`src/udp_framer_pkg.sv`:
```
package udp_framer_pkg;

  // register word indices
  localparam logic [2:0] REG_CTRL = 3'h0;
  localparam logic [2:0] REG_SRC_IP = 3'h1;
  localparam logic [2:0] REG_DST_IP = 3'h2;
  localparam logic [2:0] REG_PORTS = 3'h3;
  localparam logic [2:0] REG_MAC_LO = 3'h4;
  localparam logic [2:0] REG_MAC_HI = 3'h5;

  // control register fields
  localparam int CTRL_ENABLE_BIT = 0;
  localparam int STATUS_LSB = 8;
  localparam int SIZE_LSB = 16;

  // frame constants
  localparam logic [15:0] BLANK_PAD = 16'h0000;
  localparam logic [31:0] ZERO_WORD = 32'h0000_0000;
  localparam logic [15:0] ETHERTYPE_IPV4 = 16'h0800;
  localparam logic [7:0] IP_VER_IHL = 8'h45;
  localparam logic [7:0] IP_TOS = 8'h00;
  localparam logic [15:0] IP_FLAGS_DF = 16'h4000;
  localparam logic [7:0] IP_TTL = 8'h80;
  localparam logic [7:0] IP_PROTO_UDP = 8'h11;
  localparam logic [15:0] IP_UDP_HDR_BYTES = 16'h001c;
  localparam logic [15:0] UDP_HDR_BYTES = 16'h0008;
  localparam logic [15:0] UDP_CSUM_NONE = 16'h0000;

  // header word indices
  localparam logic [3:0] HW_MAC_HI = 4'h0;
  localparam logic [3:0] HW_MAC_LO = 4'h1;
  localparam logic [3:0] HW_SRC_MAC = 4'h2;
  localparam logic [3:0] HW_ETYPE = 4'h3;
  localparam logic [3:0] HW_IP_LEN = 4'h4;
  localparam logic [3:0] HW_PACKET_SEQUENCE_ID = 4'h5;
  localparam logic [3:0] HW_IP_CSUM = 4'h6;
  localparam logic [3:0] HW_SRC_IP = 4'h7;
  localparam logic [3:0] HW_DST_IP = 4'h8;
  localparam logic [3:0] HW_PORTS = 4'h9;
  localparam logic [3:0] HW_UDP_LEN = 4'ha;

  // status codes
  localparam logic [3:0] CODE_IDLE = 4'h0;
  localparam logic [3:0] CODE_HDR_BASE = 4'h1;
  localparam logic [3:0] CODE_PAYLOAD = 4'hc;
  localparam logic [3:0] CODE_PAD = 4'hd;
  localparam logic [3:0] CODE_DUMP = 4'he;
  localparam logic [3:0] CODE_DONE = 4'hf;

  typedef enum logic [2:0] {ST_IDLE, ST_HDR, ST_PAYLOAD, ST_PAD, ST_DUMP, ST_DONE} framer_state_t;

  typedef struct packed {
    logic [31:0] data;
    logic sop;
    logic eop;
  } stream_beat_t;

  typedef struct packed {
    logic [2:0] addr;
    logic write;
    logic read;
    logic [31:0] wdata;
  } reg_req_t;

  typedef struct packed {
    logic [15:0] size;
    logic [31:0] srcIp;
    logic [31:0] dstIp;
    logic [31:0] ports;
    logic [31:0] macLo;
    logic [15:0] macHi;
  } frame_cfg_t;

endpackage

```
`src/ipv4_header_checksum.sv`:
```
`timescale 1ns/1ps
`default_nettype none
module ipv4_header_checksum
  import udp_framer_pkg::*;
(
  // header fields that vary per frame
  input wire logic [15:0] totalLen,
  input wire logic [15:0] ident,
  input wire logic [31:0] srcIp,
  input wire logic [31:0] dstIp,
  // result
  output logic [15:0] checksum
);
  logic [19:0] sum;
  logic [16:0] fold1;
  logic [15:0] fold2;

  // ones' complement sum of the header with the checksum field taken as zero
  always_comb begin
    sum = {4'h0, IP_VER_IHL, IP_TOS} + {4'h0, totalLen} + {4'h0, ident} + {4'h0, IP_FLAGS_DF}
        + {4'h0, IP_TTL, IP_PROTO_UDP} + {4'h0, srcIp[31:16]} + {4'h0, srcIp[15:0]}
        + {4'h0, dstIp[31:16]} + {4'h0, dstIp[15:0]};
    fold1 = {1'b0, sum[15:0]} + {13'h0000, sum[19:16]};
    // a second fold is enough: nine terms never carry twice
    fold2 = fold1[15:0] + {15'h0000, fold1[16]};
    checksum = ~fold2;
  end
endmodule
`default_nettype wire

```
`src/udp_ipv4_packet_framer.sv`:
```
`timescale 1ns/1ps
`default_nettype none
module udp_ipv4_packet_framer
  import udp_framer_pkg::*;
(
  // clock and reset
  input wire logic mclk,
  input wire logic resetn,
  // register port
  input wire udp_framer_pkg::reg_req_t regReq,
  output udp_framer_pkg::stream_beat_t unusedBeat,
  output logic [31:0] regReadData,
  // sensor stream in
  input wire udp_framer_pkg::stream_beat_t inBeat,
  input wire logic inValid,
  output logic inReady,
  // frame stream out
  output udp_framer_pkg::stream_beat_t outBeat,
  output logic outValid,
  input wire logic outReady
);
  import udp_framer_pkg::*;

  typedef struct packed {
    framer_state_t st;
    logic [3:0] idx;
    logic [15:0] cnt;
    logic [15:0] ipId;
    logic [7:0] ctrl;
    frame_cfg_t regs;
    frame_cfg_t snap;
    logic inReady;
    stream_beat_t outBeat;
    logic outValid;
    logic [31:0] readData;
  } framer_regs_t;

  framer_regs_t r_r;
  framer_regs_t r_nxt;
  logic [15:0] hdrChecksum;
  logic [15:0] ipTotalLen;
  logic [15:0] udpLen;
  logic canLoad;
  logic inTake;
  logic lastWord;

  // lengths from the snapshot taken at frame start
  assign ipTotalLen = 16'({r_r.snap.size, 2'b00}) + IP_UDP_HDR_BYTES;
  assign udpLen = 16'({r_r.snap.size, 2'b00}) + UDP_HDR_BYTES;
  assign canLoad = !r_r.outValid || outReady;
  assign inTake = r_r.inReady && inValid;
  assign lastWord = (r_r.cnt + 16'h0001) == r_r.snap.size;

  // checksum is combinational over the snapshot; it settles long before word 6
  ipv4_header_checksum u_csum (
    .totalLen(ipTotalLen),
    .ident(r_r.ipId),
    .srcIp(r_r.snap.srcIp),
    .dstIp(r_r.snap.dstIp),
    .checksum(hdrChecksum)
  );

  // status code seen by software
  function automatic logic [3:0] stateCode(input framer_state_t st, input logic [3:0] idx);
    case (st)
      ST_IDLE: stateCode = CODE_IDLE;
      ST_HDR: stateCode = CODE_HDR_BASE + idx;
      ST_PAYLOAD: stateCode = CODE_PAYLOAD;
      ST_PAD: stateCode = CODE_PAD;
      ST_DUMP: stateCode = CODE_DUMP;
      ST_DONE: stateCode = CODE_DONE;
      default: stateCode = CODE_IDLE;
    endcase
  endfunction

  // header word by index, octet 0 in the top byte
  function automatic logic [31:0] hdrWord(input logic [3:0] idx, input frame_cfg_t c,
                                          input logic [15:0] id, input logic [15:0] csum,
                                          input logic [15:0] tot, input logic [15:0] ulen);
    case (idx)
      HW_MAC_HI: hdrWord = {BLANK_PAD, c.macHi};
      HW_MAC_LO: hdrWord = c.macLo;
      HW_SRC_MAC: hdrWord = ZERO_WORD;
      HW_ETYPE: hdrWord = {16'h0000, ETHERTYPE_IPV4};
      HW_IP_LEN: hdrWord = {IP_VER_IHL, IP_TOS, tot};
      HW_PACKET_SEQUENCE_ID: hdrWord = {id, IP_FLAGS_DF};
      HW_IP_CSUM: hdrWord = {IP_TTL, IP_PROTO_UDP, csum};
      HW_SRC_IP: hdrWord = c.srcIp;
      HW_DST_IP: hdrWord = c.dstIp;
      HW_PORTS: hdrWord = c.ports;
      HW_UDP_LEN: hdrWord = {ulen, UDP_CSUM_NONE};
      default: hdrWord = ZERO_WORD;
    endcase
  endfunction

  // register read decode; spare words read as zero
  function automatic logic [31:0] regRead(input logic [2:0] a, input framer_regs_t s);
    case (a)
      REG_CTRL: regRead = {s.regs.size, 4'h0, stateCode(s.st, s.idx), s.ctrl};
      REG_SRC_IP: regRead = s.regs.srcIp;
      REG_DST_IP: regRead = s.regs.dstIp;
      REG_PORTS: regRead = s.regs.ports;
      REG_MAC_LO: regRead = s.regs.macLo;
      REG_MAC_HI: regRead = {16'h0000, s.regs.macHi};
      default: regRead = ZERO_WORD;
    endcase
  endfunction

  // next-state logic for the whole block
  always_comb begin
    r_nxt = r_r;
    // every field except inReady holds unless a branch below moves it; inReady is recomputed each cycle
    // register writes; the status byte is read only
    if (regReq.write) begin
      case (regReq.addr)
        REG_CTRL: begin
          r_nxt.ctrl = regReq.wdata[7:0];
          r_nxt.regs.size = regReq.wdata[31:SIZE_LSB];
        end
        REG_SRC_IP: r_nxt.regs.srcIp = regReq.wdata;
        REG_DST_IP: r_nxt.regs.dstIp = regReq.wdata;
        REG_PORTS: r_nxt.regs.ports = regReq.wdata;
        REG_MAC_LO: r_nxt.regs.macLo = regReq.wdata;
        REG_MAC_HI: r_nxt.regs.macHi = regReq.wdata[15:0];
        default: r_nxt.ctrl = r_r.ctrl;
      endcase
    end
    // read data answers one cycle after the request and then holds
    if (regReq.read) begin
      r_nxt.readData = regRead(regReq.addr, r_r);
    end
    // the output beat is gone once the sink takes it
    if (outReady) begin
      r_nxt.outValid = 1'b0;
    end
    case (r_r.st)
      ST_IDLE: begin
        // a frame starts only on a packet start while enabled
        if (r_r.ctrl[CTRL_ENABLE_BIT] && inValid && inBeat.sop) begin
          r_nxt.snap = r_r.regs; // config is frozen for the whole frame
          r_nxt.idx = HW_MAC_HI;
          r_nxt.cnt = 16'h0000;
          r_nxt.st = ST_HDR;
        end
      end
      ST_HDR: begin
        // header words go out whenever the slot is free; input stays held off meanwhile
        if (canLoad) begin
          r_nxt.outBeat.data = hdrWord(r_r.idx, r_r.snap, r_r.ipId, hdrChecksum, ipTotalLen, udpLen);
          r_nxt.outBeat.sop = r_r.idx == HW_MAC_HI;
          r_nxt.outBeat.eop = (r_r.idx == HW_UDP_LEN) && (r_r.snap.size == 16'h0000);
          r_nxt.outValid = 1'b1;
          r_nxt.idx = r_r.idx + 4'h1;
          if (r_r.idx == HW_UDP_LEN) begin
            // an empty payload still has to swallow the input packet
            r_nxt.st = (r_r.snap.size == 16'h0000) ? ST_DUMP : ST_PAYLOAD;
          end
        end
      end
      ST_PAYLOAD: begin
        // each word taken is forwarded at once; there is no buffer to fall back on
        if (inTake) begin
          r_nxt.outBeat.data = inBeat.data;
          r_nxt.outBeat.sop = 1'b0;
          r_nxt.outBeat.eop = lastWord;
          r_nxt.outValid = 1'b1;
          r_nxt.cnt = r_r.cnt + 16'h0001;
          if (lastWord) begin
            r_nxt.st = inBeat.eop ? ST_DONE : ST_DUMP;
          end else if (inBeat.eop) begin
            r_nxt.st = ST_PAD;
          end
        end
      end
      ST_PAD: begin
        // input is ignored here: the source has already closed its packet
        if (canLoad) begin
          r_nxt.outBeat.data = ZERO_WORD;
          r_nxt.outBeat.sop = 1'b0;
          r_nxt.outBeat.eop = lastWord;
          r_nxt.outValid = 1'b1;
          r_nxt.cnt = r_r.cnt + 16'h0001;
          if (lastWord) begin
            r_nxt.st = ST_DONE;
          end
        end
      end
      ST_DUMP: begin
        // surplus words are taken and dropped up to the packet end
        if (inTake && inBeat.eop) begin
          r_nxt.st = ST_DONE;
        end
      end
      ST_DONE: begin
        // the id moves only after the frame, so this frame's checksum used the old value
        r_nxt.ipId = r_r.ipId + 16'h0001;
        r_nxt.st = ST_IDLE;
      end
      default: r_nxt.st = ST_IDLE;
    endcase
    // ready is registered, so in payload it only opens while the output slot stays free (in dump it is always open);
    // this costs every second cycle in payload but keeps every output except the tied-off unusedBeat a flop
    r_nxt.inReady = (r_nxt.st == ST_DUMP) || ((r_nxt.st == ST_PAYLOAD) && !r_nxt.outValid);
  end

  // state register
  always_ff @(posedge mclk or negedge resetn) begin
    if (!resetn) begin
      r_r <= '0;
    end else begin
      r_r <= r_nxt;
    end
  end

  // outputs straight from the state register, except unusedBeat, which is tied to zero
  assign inReady = r_r.inReady;
  assign outBeat = r_r.outBeat;
  assign outValid = r_r.outValid;
  assign regReadData = r_r.readData;
  assign unusedBeat = '0;

  // independent ones' complement sum over the emitted header; a correct checksum folds to all ones
  function automatic logic [15:0] onesSum(input logic [15:0] tot, input logic [15:0] id, input logic [31:0] src,
                                          input logic [31:0] dst, input logic [15:0] csum);
    logic [19:0] acc;
    acc = {4'h0, IP_VER_IHL, IP_TOS} + {4'h0, tot} + {4'h0, id} + {4'h0, IP_FLAGS_DF}
        + {4'h0, IP_TTL, IP_PROTO_UDP} + {4'h0, src[31:16]} + {4'h0, src[15:0]}
        + {4'h0, dst[31:16]} + {4'h0, dst[15:0]} + {4'h0, csum};
    // two folds cover ten terms, whose carry never exceeds four bits
    acc = {4'h0, acc[15:0]} + {16'h0000, acc[19:16]};
    acc = {4'h0, acc[15:0]} + {16'h0000, acc[19:16]};
    onesSum = acc[15:0];
  endfunction
endmodule
`default_nettype wire

```
`config.mk`:
```
export PLATFORM = sky130hd
export DESIGN_NAME = udp_ipv4_packet_framer
export DESIGN_NICKNAME = d
export VERILOG_FILES = /design/src/udp_framer_pkg.sv /design/src/ipv4_header_checksum.sv /design/src/udp_ipv4_packet_framer.sv
export SDC_FILE = /design/constraint.sdc
export NUM_CORES = 1
export LEC_CHECK = 0
export ABC_AREA = 1
export BUFFER_PORTS_ARGS = -buffer_cell sky130_fd_sc_hd__buf_2
export CELL_PAD_IN_SITES_DETAIL_PLACEMENT = 1
export CELL_PAD_IN_SITES_GLOBAL_PLACEMENT = 2
export CORE_MARGIN = 5
export CORE_UTILIZATION = 33
export CTS_BUF_LIST = sky130_fd_sc_hd__clkbuf_4 sky130_fd_sc_hd__clkbuf_8 sky130_fd_sc_hd__clkbuf_16
export DETAILED_ROUTE_END_ITERATION = 10
export HOLD_SLACK_MARGIN = 0.05
export PLACE_DENSITY_LB_ADDON = 0.08
export SYNTH_ARGS = -nofsm -noshare
export SYNTH_HDL_FRONTEND = slang
export SYNTH_SLANG_ARGS = --single-unit
```
`constraint.sdc`:
```
create_clock -name mclk -period 7.8 [get_ports mclk]
set_input_delay 1.17 -clock mclk [delete_from_list [all_inputs] [get_ports mclk]]
set_output_delay 1.17 -clock mclk [all_outputs]
set_load 0.02 [all_outputs]
```
==> flow_metrics.py <==
metrics = {
    "synthesis": {
        "synth_area_leaders": "dfrtp_1, nand2_1, o21ai_0, inv_1, fa_1",
        "yosysWarnings": 0,
        "synth_top_area_share_pct": 44.9,
        "ys_ff_latch": 435,
        "synth_cell_types": 59,
        "ys_top_cells_by_count": "nand2_1, dfrtp_1, o21ai_0",
        "syn_area_um2": 24300,
        "syn_area_per_cell_um2": 8.19,
        "syn_inst": 2962,
        "synth-edff-count": 0,
        "synthArstFlopShare_pct": 100,
        "synth.most_common_cell": "nand2_1",
        "synth_ff_type": "dfrtp_1",
        "seq_area_frac_synth_pct": 44.9,
        "yosys.area.top_type": "dfrtp_1",
    },
    "floorplan": {
        "die_x_um": 281,
        "initial_core_util_pct": 33.2,
        "coreArea_um2": 73000,
        "ios": 177,
        "die_y_um": 281,
        "fp-row-count": 99,
        "die-area_um2": 79000,
    },
    "sta": {
        "period_needed_ns": 8.00,
        "worst_slew_pin_slew_ns": 1.32,
        "tns_ns": -0.841,
        "setup_viol": 7,
        "max_freq_ghz": 0.125,
        "slew_violations": 0,
        "period_share_pct": 103,
        "hold_viol_final": 0,
        "slew-limit-headroom_pct": 12.2,
        "layout_setup_ws_ns": -0.195,
        "skew_ns": 0.0297,
        "rsz0062_at_grt": "yes",
    },
    "routing": {
        "first_iter_violations": 1531,
        "ant_nets": 0,
        "dr.pass1.iters": 5,
        "num_vias": 21788,
        "post_drt_via_cell_ratio": 5.14,
        "wl_per_cell_um": 24.6,
        "wirelength_um": 104000,
        "drc": 0,
    },
    "critical_path": {
        "path_buf_inv": 15,
        "crit_required_ns": 8.31,
        "r2r_slack_ns": -0.20,
        "cp-start-kind": "flop",
        "critPathMaxFanout": 4,
        "crit_family": "adder cells",
        "cp-end-kind": "flop",
        "path_class": "reg2reg",
        "crit_top_cell": "buf_4",
        "max_stage_delay_ns": 0.55,
        "arrival_ns": 8.51,
        "crit_slowest_cell": "fa_1",
    },
    "place": {
        "port_buffers": 142,
        "place_congestion": 0.912,
        "post-dp-hpwl_um": 74700,
    },
    "cts": {
        "clk_pin_slew_ns": 0.06,
        "clkLatencyLatePin_ns": 0.63,
        "cts_root_buf": "clkbuf_16",
        "cts_hold_buffers": 0,
        "cts_buffers": 54,
        "clock_tree.buffer_depth": 3,
        "cts_tree": "done",
        "cts_sinks": 435,
        "htreeDepth": 2,
    },
    "global_route": {
        "grt_overflow": 0,
        "grt_max_degree": 143,
        "grt_pass1_vias": 22966,
        "grt_pass1_wl_um": 153000,
        "track_usage_pct": 25.8,
        "antenna_found_initial": 2,
    },
    "min_path": {
        "hold_path_class": "reg2reg",
    },
    "status": {
        "violations": "setup timing",
        "outcome": "finished, violations left",
    },
    "final_layout": {
        "fin_nets": 3427,
        "multiInputGateArea_um2": 11700,
        "layout-drive-gt1-share_pct": 21.0,
        "n_fill_cell": 8707,
        "area_growth_pct": 22.9,
        "sequential_cell_area_um2": 10900,
    },
    "flow_run": {
        "maxCapViolCount": 0,
    },
}
[placed cells by master, fill, tap and decap left out, types with 7 or more instances in the layout]
cell type	instances
a21oi_1	49
clkinv_2	9
conb_1	34
o21ai_0	374
nor2_1	112
nand3_1	103
fa_1	61
or2_2	8
nor2_2	20
nand3_2	13
dfrtp_1	435
inv_1	343
o2111ai_1	10
a22oi_1	23
buf_2	141
a21oi_2	7
a2bb2oi_1	7
clkbuf_4	12
ha_4	18
xor2_1	36
nor2_4	16
o22ai_1	49
inv_2	19
ha_1	34
buf_4	245
clkbuf_8	16
nand2_2	30
nand2_1	790
a221oi_1	40
nor3_1	12
nand4_1	28
clkbuf_16	55
nand2_4	11
buf_6	11
[per-layer routing]
layer | up-vias | global-route usage, % | share of wire, %
li1 | 10015 | - | -
met1 | 11073 | 37.2 | 47
met2 | 558 | 41.0 | 45
met3 | 140 | 4.41 | 5.8
met4 | 2 | 5.70 | 2.5
met5 | - | 0 | 0.0077
[state kept, by name (all words and copies together) (netlist names)]
signal       flops
inReady          1
regReadData     32
outValid         1
r_r            367
outBeat         34
[cell families (layout without fill, tap and decap cells)]
logic type,count (synthesis),count (layout),synth area share [%]
AO/OA/AOI/OAI,606,606,14.4
XOR/XNOR,53,53,2.06
adder cells (fa/ha/maj),118,118,8.01
buffers and inverters,583,866,10.6
other,1,36,0.0155
AND/OR/NAND/NOR,1166,1166,20.0
flip-flops,435,435,44.9
[timing repair]
item | CTS | global route
gates cloned | 0 | 0
endpoints found under the setup margin | 14 | 16
endpoints found under the hold margin | 0 | 0
setup buffers | 94 | 29
gates resized for setup | 70 | 100
pin swaps | 38 | 72
[per-stage QoR]
| stage | setup WS, ns | hold WS [ns] | utilization (%) | area, um^2 | std cells |
|---|---|---|---|---|---|
| after floorplan | 0.0229 | 0.449 | - | 24400 | 2995 |
| after global placement | -0.406 | 0.459 | 36.0 | 26300 | 4023 |
| after detailed placement | -0.664 | 0.461 | 36.0 | 26300 | 4023 |
| after CTS | 0.00484 | 0.484 | 40.0 | 29200 | 4217 |
| after global routing | -0.550 | 0.502 | 40.9 | 29800 | 4237 |
| final | -0.195 | 0.478 | 40.9 | 29800 | 4239 |
[final timing paths]
path,startpoint,to,cells past startpoint
max,r_r[213],outBeat[15],56
min,regReadData[13],regReadData[13],1
max reg2reg,r_r[213],outBeat[15],56
min reg2reg,regReadData[13],regReadData[13],1
max in group asynchronous,resetn,r_r[405],2
min in group asynchronous,resetn,r_r[72],1
[layout make-up]
cell class                      count  share of cell area, %
Inverter                          366                   4.64
Clock buffer                       83                   5.66
Sequential cell                   435                   36.5
Timing Repair Buffer              400                   9.14
Clock inverter                     17                  0.734
Multi-Input combinational cell   1977                   39.3
Tap cell                          959                   4.02
Antenna cell                        2                 0.0168
Power is left out: the tool's default activity adds up to more than one toggle a clock period on the data nets, which glitch-free logic cannot reach.
